===== src/common/pscr_cfg.svh =====
`ifndef PSCR_CFG_SVH
`define PSCR_CFG_SVH

`define PSCR_OFS_IRQ      8'h00
`define PSCR_OFS_EVT_CD   8'h04
`define PSCR_OFS_EVT_FLT  8'h06
`define PSCR_OFS_EVT_STI  8'h08
`define PSCR_OFS_SUP      8'h0a
`define PSCR_OFS_PWR_ST   8'h10
`define PSCR_OFS_DC_EN    8'h14
`define PSCR_OFS_PWR_CMD  8'h19
`define PSCR_OFS_RST_CMD  8'h1a
`define PSCR_OFS_IDENT    8'h1b
`define PSCR_OFS_POL0     8'h1e
`define PSCR_OFS_KEEP0    8'h26
`define PSCR_OFS_KEEP1    8'h2c
`define PSCR_OFS_KEEP2    8'h2e
`define PSCR_OFS_KEEP3    8'h41

`define PSCR_B_CLR_ALL    7
`define PSCR_B_RELEASE    6
`define PSCR_B_SOFT_RST   4

`define PSCR_IRQ_B_CD     2
`define PSCR_IRQ_B_FLT    3
`define PSCR_IRQ_B_STI    4
`define PSCR_IRQ_B_SUP    7

`define PSCR_POL_RST      8'hff
// Identification reset value is arbitrary.
`define PSCR_IDENT_RST    8'h2a

`define PSCR_CLR_MS       5
`define PSCR_MCLK_KHZ     125000
`define PSCR_CLR_CYC      (`PSCR_CLR_MS * `PSCR_MCLK_KHZ)

`endif


===== src/common/pscr_pkg.sv =====
`default_nettype none

package pscr_pkg;

  typedef struct packed {
    logic       wr;
    logic       rd;
    logic [7:0] addr;
    logic [7:0] wdata;
  } pscr_req_t;

  typedef struct packed {
    logic [3:0] class_change_evt;
    logic [3:0] detect_change_evt;
    logic [3:0] disconnect_fault;
    logic [3:0] power_cut_fault;
    logic [3:0] start_fault;
    logic [3:0] current_limit_fault;
    logic       thermal_shutdown;
    logic       logic_supply_warn;
  } pscr_evt_t;

  typedef struct packed {
    logic       logic_supply_uv;
    logic       power_supply_uv;
    logic [3:0] power_good;
  } pscr_lvl_t;

  typedef struct packed {
    logic [7:0] irq;
    logic       hold;
    logic       act;
  } pscr_irq_st_t;

  typedef struct packed {
    logic [7:0]      cd_evt;
    logic [7:0]      flt_evt;
    logic [7:0]      sti_evt;
    logic            thermal_shutdown;
    logic            vd_warn;
    logic [3:0]      pwr_en;
    logic [7:0]      dc_en;
    logic [3:0][7:0] pol;
    logic [7:0]      ident;
    logic [3:0][7:0] keep;
    logic [3:0]      cool;
    logic            soft_rst;
    logic [7:0]      rdata;
  } pscr_quad_st_t;

endpackage : pscr_pkg

`default_nettype wire


===== src/verilog/pscr_clr_timer.sv =====
`timescale 1ns/1ps
`default_nettype none
`include "pscr_cfg.svh"

module pscr_clr_timer #(
  parameter int unsigned CYC = `PSCR_CLR_CYC
) (
  input  wire logic mclk,
  input  wire logic rst_n,
  input  wire logic start,
  output logic      busy
);
  import pscr_pkg::*;

  localparam int unsigned W = $clog2(CYC + 1);

  typedef struct packed {
    logic [W-1:0] cnt;
    logic         busy;
  } pscr_tmr_st_t;

  pscr_tmr_st_t st;
  pscr_tmr_st_t nxt;

  // The clear window restarts if the channel is shut down again.
  always_comb begin
    nxt = st;
    if (start) begin
      nxt.cnt = W'(CYC);
    end else if (st.cnt != '0) begin
      nxt.cnt = st.cnt - W'(1);
    end
    nxt.busy = (nxt.cnt != '0);
  end

  always_ff @(posedge mclk) begin
    if (!rst_n) begin
      st <= '0;
    end else begin
      st <= nxt;
    end
  end

  assign busy = st.busy;

  property p_tmr_start;
    @(posedge mclk) disable iff (!rst_n)
      start |=> busy && st.cnt == W'(CYC);
  endproperty
  a_tmr_start: assert property (p_tmr_start)
    else $error("clear window did not open at full length");

  property p_tmr_count;
    @(posedge mclk) disable iff (!rst_n)
      (!start && st.cnt != '0) |=> st.cnt == $past(st.cnt) - W'(1);
  endproperty
  a_tmr_count: assert property (p_tmr_count)
    else $error("clear window count did not step down");

endmodule : pscr_clr_timer

`default_nettype wire


===== src/verilog/pscr_irq.sv =====
`timescale 1ns/1ps
`default_nettype none

module pscr_irq (
  input  wire logic       mclk,
  input  wire logic       rst_n,
  input  wire logic [7:0] set_vec,
  input  wire logic       clr_all,
  input  wire logic       release_int,
  output logic      [7:0] irq_reg,
  output logic            int_n
);
  import pscr_pkg::*;

  pscr_irq_st_t st;
  pscr_irq_st_t nxt;

  // A new event in the clearing cycle survives the clear.
  always_comb begin
    nxt     = st;
    nxt.irq = (clr_all ? 8'h00 : st.irq) | set_vec;
    nxt.hold = !clr_all && (release_int || st.hold) && (nxt.irq != 8'h00);
    nxt.act  = (nxt.irq != 8'h00) && !nxt.hold;
  end

  always_ff @(posedge mclk) begin
    if (!rst_n) begin
      st <= '0;
    end else begin
      st <= nxt;
    end
  end

  assign irq_reg = st.irq;
  assign int_n   = !st.act;

  property p_irq_release;
    @(posedge mclk) disable iff (!rst_n)
      (release_int && !clr_all) |=> int_n && irq_reg == ($past(irq_reg) | $past(set_vec));
  endproperty
  a_irq_release: assert property (p_irq_release)
    else $error("release changed the interrupt register or left the pin low");

  property p_irq_hold;
    @(posedge mclk) disable iff (!rst_n)
      (int_n && irq_reg != 8'h00 && !clr_all) |=> int_n;
  endproperty
  a_irq_hold: assert property (p_irq_hold)
    else $error("pin asserted while released interrupts were pending");

  property p_irq_clear;
    @(posedge mclk) disable iff (!rst_n)
      (clr_all && set_vec == 8'h00) |=> irq_reg == 8'h00 && int_n;
  endproperty
  a_irq_clear: assert property (p_irq_clear)
    else $error("clear all left interrupt bits or the pin set");

endmodule : pscr_irq

`default_nettype wire


===== src/verilog/pscr_quad_cmd.sv =====
`timescale 1ns/1ps
`default_nettype none
`include "pscr_cfg.svh"

module pscr_quad_cmd #(
  parameter int unsigned CLR_CYCLES = `PSCR_CLR_CYC,
  parameter logic [7:0]  IDENT_RST  = `PSCR_IDENT_RST
) (
  input  wire logic                mclk,
  input  wire logic                rst_n,
  input  wire pscr_pkg::pscr_req_t req,
  output logic               [7:0] rdata,
  input  wire pscr_pkg::pscr_evt_t evt,
  input  wire pscr_pkg::pscr_lvl_t lvl,
  output logic               [3:0] chan_power_en,
  output logic               [3:0] chan_clear_busy,
  output logic               [3:0] chan_cool_cancel,
  output logic                     soft_reset_pulse,
  output logic                     int_n
);
  import pscr_pkg::*;

  function automatic logic hit(input pscr_req_t r, input logic [7:0] a);
    return r.wr && (r.addr == a);
  endfunction : hit

  function automatic logic [7:0] pol_ofs(input int i);
    return `PSCR_OFS_POL0 + 8'(i);
  endfunction : pol_ofs

  function automatic logic [7:0] keep_ofs(input int i);
    logic [7:0] a;
    a = `PSCR_OFS_KEEP0;
    case (i)
      1: a = `PSCR_OFS_KEEP1;
      2: a = `PSCR_OFS_KEEP2;
      3: a = `PSCR_OFS_KEEP3;
      default: a = `PSCR_OFS_KEEP0;
    endcase
    return a;
  endfunction : keep_ofs

  pscr_quad_st_t st;
  pscr_quad_st_t nxt;

  logic       wr_pwr;
  logic       wr_rst;
  logic       clr_all;
  logic       release_int;
  logic       global_soft_reset;
  logic [3:0] off;
  logic [3:0] on;
  logic [3:0] rsp;
  logic [3:0] kill;
  logic [7:0] kill2;
  logic [7:0] cd_set;
  logic [7:0] flt_set;
  logic [7:0] sti_set;
  logic [7:0] irq_set;
  logic [7:0] irq_q;
  logic [7:0] rd_val;

  // Command decode for the two push-button registers.
  always_comb begin
    wr_pwr      = hit(req, `PSCR_OFS_PWR_CMD);
    wr_rst      = hit(req, `PSCR_OFS_RST_CMD);
    off         = wr_pwr ? req.wdata[7:4] : 4'h0;
    on          = wr_pwr ? (req.wdata[3:0] & ~req.wdata[7:4]) : 4'h0;
    rsp         = wr_rst ? req.wdata[3:0] : 4'h0;
    global_soft_reset = wr_rst && req.wdata[`PSCR_B_SOFT_RST];
    clr_all     = wr_rst && req.wdata[`PSCR_B_CLR_ALL];
    release_int = wr_rst && req.wdata[`PSCR_B_RELEASE];
    kill        = off | rsp | {4{global_soft_reset}};
    kill2       = {kill, kill};
  end

  // Event sources, grouped as the event registers hold them.
  always_comb begin
    cd_set  = {evt.class_change_evt, evt.detect_change_evt};
    flt_set = {evt.disconnect_fault, evt.power_cut_fault};
    sti_set = {evt.start_fault, evt.current_limit_fault};
    irq_set = 8'h00;
    irq_set[`PSCR_IRQ_B_CD]  = (cd_set != 8'h00);
    irq_set[`PSCR_IRQ_B_FLT] = (flt_set != 8'h00);
    irq_set[`PSCR_IRQ_B_STI] = (sti_set != 8'h00);
    irq_set[`PSCR_IRQ_B_SUP] = evt.thermal_shutdown || evt.logic_supply_warn;
  end

  // Next state. An event arriving in a clearing cycle is kept.
  always_comb begin
    nxt = st;

    nxt.cd_evt  = ((clr_all ? 8'h00 : st.cd_evt) & ~kill2) | cd_set;
    nxt.flt_evt = ((clr_all ? 8'h00 : st.flt_evt) & ~kill2) | flt_set;
    nxt.sti_evt = ((clr_all ? 8'h00 : st.sti_evt) & ~kill2) | sti_set;

    // Supply warnings survive a soft reset; only clear-all drops them.
    nxt.thermal_shutdown = (clr_all ? 1'b0 : st.thermal_shutdown) | evt.thermal_shutdown;
    nxt.vd_warn = (clr_all ? 1'b0 : st.vd_warn) | evt.logic_supply_warn;

    nxt.pwr_en = (st.pwr_en & ~kill) | on;

    if (hit(req, `PSCR_OFS_DC_EN)) begin
      nxt.dc_en = req.wdata;
    end
    nxt.dc_en = nxt.dc_en & ~kill2;

    for (int i = 0; i < 4; i++) begin
      if (hit(req, pol_ofs(i))) begin
        nxt.pol[i] = req.wdata;
      end
      if (kill[i]) begin
        nxt.pol[i] = `PSCR_POL_RST;
      end
      if (hit(req, keep_ofs(i))) begin
        nxt.keep[i] = req.wdata;
      end
    end

    if (hit(req, `PSCR_OFS_IDENT)) begin
      nxt.ident = req.wdata;
    end
    if (global_soft_reset) begin
      nxt.ident = IDENT_RST;
    end

    nxt.cool     = rsp;
    nxt.soft_rst = global_soft_reset;
    nxt.rdata    = req.rd ? rd_val : st.rdata;
  end

  // Read data. Push-button and unmapped offsets read zero.
  always_comb begin
    rd_val = 8'h00;
    case (req.addr)
      `PSCR_OFS_IRQ: begin
        rd_val = irq_q;
      end
      `PSCR_OFS_EVT_CD: begin
        rd_val = st.cd_evt;
      end
      `PSCR_OFS_EVT_FLT: begin
        rd_val = st.flt_evt;
      end
      `PSCR_OFS_EVT_STI: begin
        rd_val = st.sti_evt;
      end
      `PSCR_OFS_SUP: begin
        rd_val = {st.thermal_shutdown, lvl.logic_supply_uv, st.vd_warn,
                  lvl.power_supply_uv, 4'h0};
      end
      `PSCR_OFS_PWR_ST: begin
        rd_val = {lvl.power_good & st.pwr_en, st.pwr_en};
      end
      `PSCR_OFS_DC_EN: begin
        rd_val = st.dc_en;
      end
      `PSCR_OFS_IDENT: begin
        rd_val = st.ident;
      end
      default: begin
        rd_val = 8'h00;
      end
    endcase
    for (int i = 0; i < 4; i++) begin
      if (req.addr == pol_ofs(i)) begin
        rd_val = st.pol[i];
      end
      if (req.addr == keep_ofs(i)) begin
        rd_val = st.keep[i];
      end
    end
  end

  always_ff @(posedge mclk) begin
    if (!rst_n) begin
      st       <= '0;
      st.pol   <= {4{`PSCR_POL_RST}};
      st.ident <= IDENT_RST;
    end else begin
      st <= nxt;
    end
  end

  pscr_irq u_irq (
    .mclk        (mclk),
    .rst_n       (rst_n),
    .set_vec     (irq_set),
    .clr_all     (clr_all),
    .release_int (release_int),
    .irq_reg     (irq_q),
    .int_n       (int_n)
  );

  // Downstream measurement and status logic clears during this window.
  for (genvar g = 0; g < 4; g++) begin : g_clr
    pscr_clr_timer #(
      .CYC (CLR_CYCLES)
    ) u_tmr (
      .mclk  (mclk),
      .rst_n (rst_n),
      .start (kill[g]),
      .busy  (chan_clear_busy[g])
    );

    property p_pol_ff;
      @(posedge mclk) disable iff (!rst_n)
        kill[g] |=> st.pol[g] == `PSCR_POL_RST;
    endproperty
    a_pol_ff: assert property (p_pol_ff)
      else $error("policing threshold not restored on shutdown");
  end

  assign rdata            = st.rdata;
  assign chan_power_en    = st.pwr_en;
  assign chan_cool_cancel = st.cool;
  assign soft_reset_pulse = st.soft_rst;

  property p_off_wins;
    @(posedge mclk) disable iff (!rst_n)
      wr_pwr |=> (chan_power_en & $past(req.wdata[7:4])) == 4'h0;
  endproperty
  a_off_wins: assert property (p_off_wins)
    else $error("power off left a channel enabled");

  property p_others_kept;
    @(posedge mclk) disable iff (!rst_n)
      wr_pwr |=> chan_power_en ==
        (($past(chan_power_en) | $past(req.wdata[3:0])) & ~$past(req.wdata[7:4]));
  endproperty
  a_others_kept: assert property (p_others_kept)
    else $error("power command disturbed an unselected channel");

  property p_chan_evt;
    @(posedge mclk) disable iff (!rst_n)
      (rsp != 4'h0 && cd_set == 8'h00) |=> (st.cd_evt & {2{$past(rsp)}}) == 8'h00;
  endproperty
  a_chan_evt: assert property (p_chan_evt)
    else $error("channel reset left change events set");

  property p_clr_all;
    @(posedge mclk) disable iff (!rst_n)
      (clr_all && cd_set == 8'h00 && flt_set == 8'h00 && sti_set == 8'h00)
        |=> st.cd_evt == 8'h00 && st.flt_evt == 8'h00 && st.sti_evt == 8'h00;
  endproperty
  a_clr_all: assert property (p_clr_all)
    else $error("clear all left event bits set");

  property p_cool;
    @(posedge mclk) disable iff (!rst_n)
      wr_rst |=> chan_cool_cancel == $past(req.wdata[3:0])
        ##1 ($past(wr_rst) || chan_cool_cancel == 4'h0);
  endproperty
  a_cool: assert property (p_cool)
    else $error("cool-down cancel not a single pulse per reset bit");

  property p_busy;
    @(posedge mclk) disable iff (!rst_n)
      (rsp != 4'h0) |-> ##1 (chan_clear_busy & $past(rsp)) == $past(rsp);
  endproperty
  a_busy: assert property (p_busy)
    else $error("clear window missing after channel reset");

  property p_soft_rst;
    @(posedge mclk) disable iff (!rst_n)
      global_soft_reset |=> st.keep == $past(st.keep) && st.ident == IDENT_RST
        && st.dc_en == 8'h00 && soft_reset_pulse;
  endproperty
  a_soft_rst: assert property (p_soft_rst)
    else $error("soft reset lost a preserved register or kept state");

  property p_rd_zero;
    @(posedge mclk) disable iff (!rst_n)
      (req.rd && req.addr == `PSCR_OFS_RST_CMD) |=> rdata == 8'h00;
  endproperty
  a_rd_zero: assert property (p_rd_zero)
    else $error("reset command register read nonzero");

endmodule : pscr_quad_cmd

`default_nettype wire


===== config.mk =====
export PLATFORM = sky130hd
export DESIGN_NAME = pscr_quad_cmd
export DESIGN_NICKNAME = d
export VERILOG_FILES = /design/src/common/pscr_pkg.sv /design/src/verilog/pscr_clr_timer.sv /design/src/verilog/pscr_irq.sv /design/src/verilog/pscr_quad_cmd.sv
export VERILOG_INCLUDE_DIRS = /design/src /design/src/common
export SDC_FILE = /design/constraint.sdc
export NUM_CORES = 1
export LEC_CHECK = 0
export BUFFER_PORTS_ARGS = -buffer_cell sky130_fd_sc_hd__clkbuf_2
export CAP_MARGIN = 0
export CORE_AREA = 3 3 176 178
export DETAILED_ROUTE_END_ITERATION = 7
export DIE_AREA = 0 0 179 181
export PLACE_DENSITY = 0.63
export SLEW_MARGIN = 15
export SYNTH_ARGS = -nofsm -noshare
export SYNTH_HDL_FRONTEND = slang
export SYNTH_SLANG_ARGS = --single-unit
export TNS_END_PERCENT = 20

===== constraint.sdc =====
create_clock -name mclk -period 3.73 [get_ports mclk]
set_clock_uncertainty 0.05 [all_clocks]
set_input_delay 0.373 -clock mclk [delete_from_list [all_inputs] [get_ports mclk]]
set_output_delay 0.373 -clock mclk [all_outputs]
set_load 0.1 [all_outputs]

Word-level counts from Yosys, hierarchy flattened
Index checks and enable logic that the tools add are counted.

word-level totals
  register bits = 217
  input bits = 52
  output and inout port bits = 22
  word-level logic and storage cells = 139

cells by class
  add/subtract/negate cells = 4
  equal/unequal tests = 17
  muxes and demuxes = 27
  bitwise gates (word level) = 20
  reductions and logical operators = 41

operator list
  kind                     count
  $mux W20                 8
  $reduce_bool A20 Y1      8
  $mux W8                  13
  $sub A20 B1 Y20 const B  4
  $pmux W8 S8              1
  $eq A8 B5 Y1 const B     7
  $eq A8 B6 Y1 const B     5
  $and A8 B8 Y8            4
  $or A8 B8 Y8             4
  $reduce_bool A8 Y1       4
  $logic_and A1 B1 Y1      18
  $eq A8 B3 Y1 const B     2
  $eq A8 B4 Y1 const B     2
  $and A4 B4 Y4            3
  $mux W4                  3
  $or A4 B4 Y4             3
  $reduce_or A2 Y1         5
  $eq A8 B7 Y1 const B     1
  $logic_not A8 Y1         1
  $not A4 Y4               2
  $not A8 Y8               1
  $logic_not A1 Y1         3
  $logic_or A1 B1 Y1       2
  $mux W1                  2
  2 further kinds          3

Depth between registers and ports, before layout
Gate-level depths: netlist of the first run.

  word-level depth = 10
  gate-level depth with buffers = 11
  mapped depth without buffers = 9

Modules after synthesis
From an unflattened synthesis of the first run, not the netlist that was laid out.

second synthesis, totals
  cells, all modules = 1350
  area total of the unflattened synthesis = 11423.5 um^2

modules (own cells, without submodules)
  module                                instances  cells each  area each (um^2)  seq. area each (um^2)
  pscr_quad_cmd                         1          731         6261.0            2462.4
  pscr_clr_timer at g_clr[0].u_tmr ...  3          140         1146.1            420.4
  pscr_clr_timer at g_clr[3].u_tmr      1          152         1260.0            420.4
  pscr_irq                              1          47          464.2             200.2

Least setup slack after synthesis of the first run
No wires, ideal clock.

  kind = register -> register
  start point = register g_clr[2].u_tmr.st[5] (netlist name)
  end point = register g_clr[2].u_tmr.st (netlist bit g_clr[2].u_tmr.busy)
  setup time = 0.137 ns
  arrival = 2.589 ns
  required time = 3.543 ns
  setup slack = 0.953 ns
  stages on the path, launching flop included = 12
  buffers on the path = 4
  clock period less this slack = 2.777 ns
  path through = dfxtp_1 buf_6 or4_1 buf_2 or4_4 buf_6 nor4_4 buf_6 nor3_2 xnor2_1 nor3b_1 a41oi_1

between the ends
  longest elaborated chain between the ends = 4
  elaborated cells between the ends (all ways) = 5
  those cells by class = 1 x add/sub; 2 x mux; 2 x reduce/logical

RTL lines
  what                                                    line                                        RTL
  start, declared                                         pscr_clr_timer.sv:22                        pscr_tmr_st_t st;
  start signal, assigned                                  pscr_clr_timer.sv:40                        st <= nxt;
  $sub A20 B1 Y20 or $reduce_bool A20 Y1 (tied branches)  pscr_clr_timer.sv:31, pscr_clr_timer.sv:30
  $mux W20 (*)                                            pscr_clr_timer.sv:30                        end else if (st.cnt != '0) begin
  $mux W20 (*)                                            pscr_clr_timer.sv:28                        if (start) begin
  $reduce_bool A20 Y1 (*)                                 pscr_clr_timer.sv:33                        nxt.busy = (nxt.cnt != '0);

Mark *: on every way between the ends. The rest lies on a longest branch, timed or not.
A chain may end at the register's enable or synchronous reset.

Final worst setup path of the first run
  start point = register g_clr[2].u_tmr.st[7] (netlist name)
  end point = register g_clr[2].u_tmr.st (netlist bit g_clr[2].u_tmr.busy)

Same word-level chain as after synthesis.

==> key figures, run 1 <==
Clock network
  – Clock Path Buffers: 3
  – Clock Latency Late Sink: 0.53 ns
  – CTS tree: yes
  – CTS sink cnt: 217
  – Post-CTS sizing: 0
  – Post-CTS setup buffer count: 0
  – Total CTS buffers: 25
  – CTS root buffer: clkbuf_16
  – Reg clk slew, reported paths: about 0.06 ns
  – H-tree depth: 1
  – CTS Hold Buffers Added: 0

Synthesis
  – Top FF cell, synth: dfxtp_1
  – Synth Instances: 1,290
  – Library cells used by synthesis: 67
  – Post-synth top area share: 0.412
  – Cell taking the most area after synthesis: dfxtp_1
  – Yosys Warn Count: 0
  – Synth cell count leaders: 217 x dfxtp_1, 166 x nor2_1, 153 x nand2_1
  – Synth area leaders: dfxtp_1 41%, nor2_1 5.9%, nand2_1 5.4%
  – Syn avg cell area: 8.17 sq um
  – Most common cell in the netlist: dfxtp_1
  – Synthesized area: 10,500 sq um
  – Seq cells post-synth: 217
  – Register area share after synthesis: 0.412
  – Number of enable flip-flop cells after synthesis: 0
  – Syn_nets: 1,350
  – Async SR Flop Fraction: 0

Critical path
  – CP Capture Type: flip-flop
  – CP max FO: 8
  – Reg2reg setup slack: 0.54 ns
  – CP startpoint kind: flip-flop
  – Crit path required time: 4.07 ns
  – Worst r2r src: g_clr[2].u_tmr.st[7]
  – WP data arrival: 3.53 ns
  – Worst r2r dst: g_clr[2].u_tmr.busy
  – CP Class: flip-flop to flip-flop
  – Worst R2R Path Depth: 8

Final layout
  – Largest register by flop count: st
  – Layout cells sized above 1: 0.120
  – Area grow syn2layout: 12.6%
  – Largest registers: st x106, g_clr.u_tmr.st x80
  – # nets final: 1,367
  – Number of diodes: 0
  – Max FFs per register: around 110

GRT
  – Congestion Overflow GR: 0
  – Initial antenna violation count: 2
  – First-pass GRT wire length: a little under 50,000 um
  – Largest net degree at the start of global routing: ~60
  – GR Util All Layers: 0.185
  – Vias in the first global route: 8,958

Flow run
  – Max-Cap Viols: 0

Floorplanning
  – Die X: approximately 180 um
  – # rows: between 60 and 70
  – Core area: 29,600 sq um
  – Die height: 181 um
  – I/O pins: 74
  – Initial cell density of the core: 0.357
  – Die area: 32,400 sq um

Power
  – Clock network power share: 0.265
  – Sw frac: 0.379
  – Share of power burned in registers: 0.343
  – Pleak: around 0.0048 uW
  – Pint: 5630 uW
  – Psw: 3440 uW
  – Combinational Power Share: 0.391
  – Worst VDD drop: 0.000314 V
  – Pwr/cell area: 764 nW/um^2

Min path
  – Hold Crit Class: primary input to flip-flop
  – Worst hold start: evt[21]
  – Hold Path Cell Cnt: 3
  – Min-Delay Endpoint: st[118]

Timing
  – Min Tclk post-route: between 3 and 4 ns
  – Setup TNS: 0 ns
  – RSZ-0062 raised after global routing: false
  – Fin Hold WS: 0.0198 ns
  – Slew Limit Fails: 0
  – Setup violators final: 0
  – Final period util: 0.856
  – Fmax: ~310 MHz
  – Endpoints failing hold: 0
  – Relative slew slack: 0.336
  – Worst-Margin Slew: 0.992 ns

Place
  – IO buf count: 73
  – RePlAce Congestion: 0.870
  – HPWL after detailed placement: 21,600 um

Drt
  – Final antenna-violating net count: 0
  – Drc violations: 0
  – Starting DRC count in detailed routing: 951
  – Drt wl/cell: 18.0 um
  – Drt pass-1 iters: 5
  – Final WL: just over 30,000 um
  – Via count: 9,494
  – Routed vias/inst: 5.54

Outcome
  – Outcome: finished, final reports clean
## layout make-up
class / count / area [sq um]
Fill cell: 3019 / 17700
Timing Repair Buffer: 94 / 523
Clock buffer: 36 / 737
Tap cell: 390 / 488
Sequential cell: 217 / 4340
Inverter: 13 / 50.0
Multi-Input combinational cell: 956 / 5660
Clock inverter: 7 / 68.8
## layer usage
metal,up-vias,GRT usage,share of wire
met4,4,0.0683,0.036
met2,278,0.311,0.47
met5,-,0,0.0010
li1,4649,-,-
met3,71,0.0261,0.058
met1,4492,0.241,0.43
## cells in the final DEF, fill, tap and decap left out, types with 13 or more instances in the layout
master | synthesis | routed
dfxtp_1 | 217 | 217
nor2_1 | 166 | 166
nand2_1 | 153 | 153
a21oi_1 | 108 | 108
clkbuf_2 | 1 | 73
nand3_1 | 57 | 57
mux2i_1 | 46 | 46
nor3_1 | 39 | 39
xnor2_1 | 32 | 32
o21ai_0 | 27 | 27
clkbuf_16 | 0 | 25
and3_1 | 24 | 24
nor4_1 | 23 | 22
xor2_1 | 21 | 21
buf_4 | 20 | 21
a31oi_1 | 18 | 18
and2_1 | 15 | 15
or3_1 | 14 | 14
nand2b_1 | 13 | 13
## power by group through the flow
stage / sequential [uW] / clock (uW) / combinational, uW
floorplan: 3040 / 0 / 2950
finish: 3110 / 2410 / 3550
CTS: 3110 / 2450 / 3550
global route: 3180 / 2550 / 3970
global placement: 3140 / 0 / 3490
detailed placement: 3150 / 0 / 3520
## worst max path at each step
| stage | start | to | slack (ns) | cells after the start |
|---|---|---|---|---|
| finish | g_clr[2].u_tmr.st[7] | g_clr[2].u_tmr.busy | 0.54 | 8 |
| global route | g_clr[2].u_tmr.st[5] | g_clr[2].u_tmr.busy | 0.34 | 8 |
| CTS | g_clr[2].u_tmr.st[7] | g_clr[2].u_tmr.busy | 0.55 | 8 |
| detailed placement | g_clr[2].u_tmr.st[7] | g_clr[2].u_tmr.busy | 0.57 | 8 |
| global placement | g_clr[2].u_tmr.st[7] | g_clr[2].u_tmr.busy | 0.63 | 8 |
| floorplan | g_clr[2].u_tmr.st[5] | g_clr[2].u_tmr.busy | 0.95 | 11 |
## kinds of logic after synthesis
logic type,Yosys count,share of synthesized area
flip-flops,217,0.412
buffers and inverters,117,0.0523
AND/OR/NAND/NOR,587,0.276
AO/OA/AOI/OAI,257,0.157
multiplexers,50,0.0479
XOR/XNOR,54,0.0456
adder cells (fa/ha/maj),8,0.00949
## per-stage QoR
stage                     instances  instance area (sq um)  power [uW]  worst slack (ns)   util
after floorplan                1290                  10500        5990             0.953      -
after global placement         1670                  11100        6630             0.631  0.374
after detailed placement       1670                  11100        6670             0.572  0.374
after CTS                      1713                  11900        9110             0.552  0.402
after global routing           1713                  11900        9700             0.341  0.402
final                          1713                  11900        9070             0.537  0.402
## critical path: stages (launching register included)
cell and delay, ns:
dfxtp_1 0.36, or4_1 0.66, or4_4 0.65, nor4_4 0.47, buf_4 0.22, nor3_2 0.05
xnor2_1 0.21, nor3b_1 0.24, a41oi_1 0.14
Power figures use the tool's default switching activity.
==> run 2: changes to the inputs <==
Settings changed: CORE_AREA 3 3 176 178 to 2 2 175 177, DIE_AREA 0 0 179 181 to 0 0 177 179.
==> key figures, run 2 (synthesis gave the netlist of run 1 again) <==
Outcome
  – Outcome: finished, final reports clean

GRT
  – Vias in the first global route: 9,080
  – Initial antenna violation count: 0
  – First-pass GRT wire length: 49,100 um
  – Met1 Track Usage GR: 0.246
  – GR Util met3: 0.0259
  – Congestion Overflow GR: 0
  – GR Util All Layers: 0.193
  – Largest net degree at the start of global routing: 56
  – GRT busiest layer: met2
  – Met2 Track Usage GR: 0.335

Floorplanning
  – # rows: 64
  – Die X: 177 um
  – Die height: 179 um
  – Core area: 30,000 sq um
  – Initial cell density of the core: 0.351
  – I/O pins: 74
  – Die area: 31,700 sq um

Final layout
  – # nets final: around 1,400
  – Number of diodes: 0
  – Largest registers: st x106, g_clr.u_tmr.st x80
  – Layout cells sized above 1: 0.118
  – Post-route insts no fill: 1,715
  – Commonest non-fill, non-tap cell in the layout: dfxtp_1
  – Most frequent cells in the layout: 217 x dfxtp_1, 166 x nor2_1, 153 x nand2_1
  – Area grow syn2layout: 12.7%
  – Largest register by flop count: st
  – Max FFs per register: 106
  – Final Cell Area: 11,900 sq um

Critical path
  – Crit path required time: between 4 and 5 ns
  – Critical Path Start: g_clr[2].u_tmr.st[5]
  – Worst r2r src: g_clr[2].u_tmr.st[5]
  – Crit path depth: 7
  – CP max stage delay: 0.64 ns
  – CP startpoint kind: flip-flop
  – Buf/Inv on CP: 0
  – WP data arrival: 3.44 ns
  – CP top delay family: simple AND/OR/NAND/NOR gates
  – CP Capture Type: flip-flop
  – CP max FO: 11
  – Worst R2R Path Depth: 7
  – Slowest cell on crit path: or4_4
  – CP Class: flip-flop to flip-flop
  – Cells along the critical path: or4_1 -> or4_4 -> nor4_4 -> nor3_2 -> xnor2_1 -> nor3b_1 -> a41oi_1

Drt
  – Via count: 9,537
  – Drt wl/cell: about 18 um
  – Final antenna-violating net count: 0
  – Drc violations: 0
  – Starting DRC count in detailed routing: 819
  – Routed vias/inst: 5.56
  – Drt pass-1 iters: 8
  – Final WL: a little over 30,000 um

Flow run
  – Max-Cap Viols: 0

Timing
  – Slew Limit Fails: 0
  – Fmax: 323 MHz
  – Final period util: 0.831
  – Worst-Margin Slew: roughly 1.2 ns
  – RSZ-0062 raised after global routing: false
  – Setup WS post-layout: 0.631 ns
  – Min Tclk post-route: 3.10 ns
  – Endpoints failing hold: 0
  – Setup TNS: 0 ns
  – Setup violators final: 0
  – Relative slew slack: 0.229

Power
  – Worst VDD drop: approximately 0.00030 V
  – Pleak: approximately 0.0048 uW
  – Pwr/cell area: 769 nW/um^2

Clock network
  – Reg clk slew, reported paths: 0.06 ns
  – CTS Hold Buffers Added: 0
  – Post-CTS setup buffer count: 0
  – CTS tree: yes
  – Post-CTS sizing: 0
  – Total CTS buffers: 24
  – H-tree depth: 1
  – CTS sink cnt: 217
  – Clock Path Buffers: 3
  – Clock Latency Late Sink: between 0.5 and 0.6 ns
  – CTS root buffer: clkbuf_16

Place
  – RePlAce Congestion: 0.870
  – IO buf count: 73
  – Dpl ws: roughly 0.67 ns
  – Placed Instances: 1,673
  – Dpl cell area: 11,000 sq um
  – HPWL after detailed placement: 21,600 um

Min path
  – Hold Crit Class: primary input to flip-flop
  – Hold Path Cell Cnt: 3
  – Worst hold start: evt[20]
-- run 2: cell count changes in the layout (fill, tap and decap cells not counted) --
cell and change:
clkinv_8 +1, bufinv_16 +3, clkinv_4 +1, clkbuf_1 -1, clkbuf_8 -4, buf_4 -3
clkbuf_16 -1
-- run 2: worst register-to-register path, stage by stage (launching register included) --
cell and delay [ns]:
dfxtp_1 0.38, or4_1 0.62, or4_4 0.64, nor4_4 0.62, nor3_2 0.09, xnor2_1 0.21, nor3b_1 0.21, a41oi_1 0.13
-- run 2: cell type report --
| type | instances | area, sq um |
|---|---|---|
| multi-input combinational | 956 | 5660 |
| sequential | 217 | 4340 |
| clock buffer | 30 | 653 |
| timing repair buffer | 91 | 500 |
| clock inverter | 12 | 184 |
| inverter | 13 | 50.0 |
| fill | 3066 | 18100 |
| tap | 396 | 495 |
-- run 2: final timing paths --
check	end	slack (ns)
setup / recovery	g_clr[2].u_tmr.busy	0.63
hold / removal	st[117]	0.02
setup reg to reg	g_clr[2].u_tmr.busy	0.63
hold reg to reg	st[41]	0.41
-- run 2: routing by layer --
layer	up-vias	part of all wire	wire [um]
met2	290	0.49	15100
met5	-	0	0
met1	4575	0.43	13300
li1	4604	-	-
met3	68	0.052	1600
met4	0	0.028	870
-- run 2: stage by stage --
stage	hold WS [ns]	utilization	power, uW
global route	0.0135	0.396	9810
floorplan	0.371	-	5990
CTS	0.00800	0.396	9150
finish	0.0190	0.396	9140
global placement	0.394	0.368	6580
detailed placement	0.401	0.368	6610
-- run 2: report_power, final --
group          switching, uW  internal (uW)
combinational           2050           1450
sequential               398           2710
clock                    992           1520
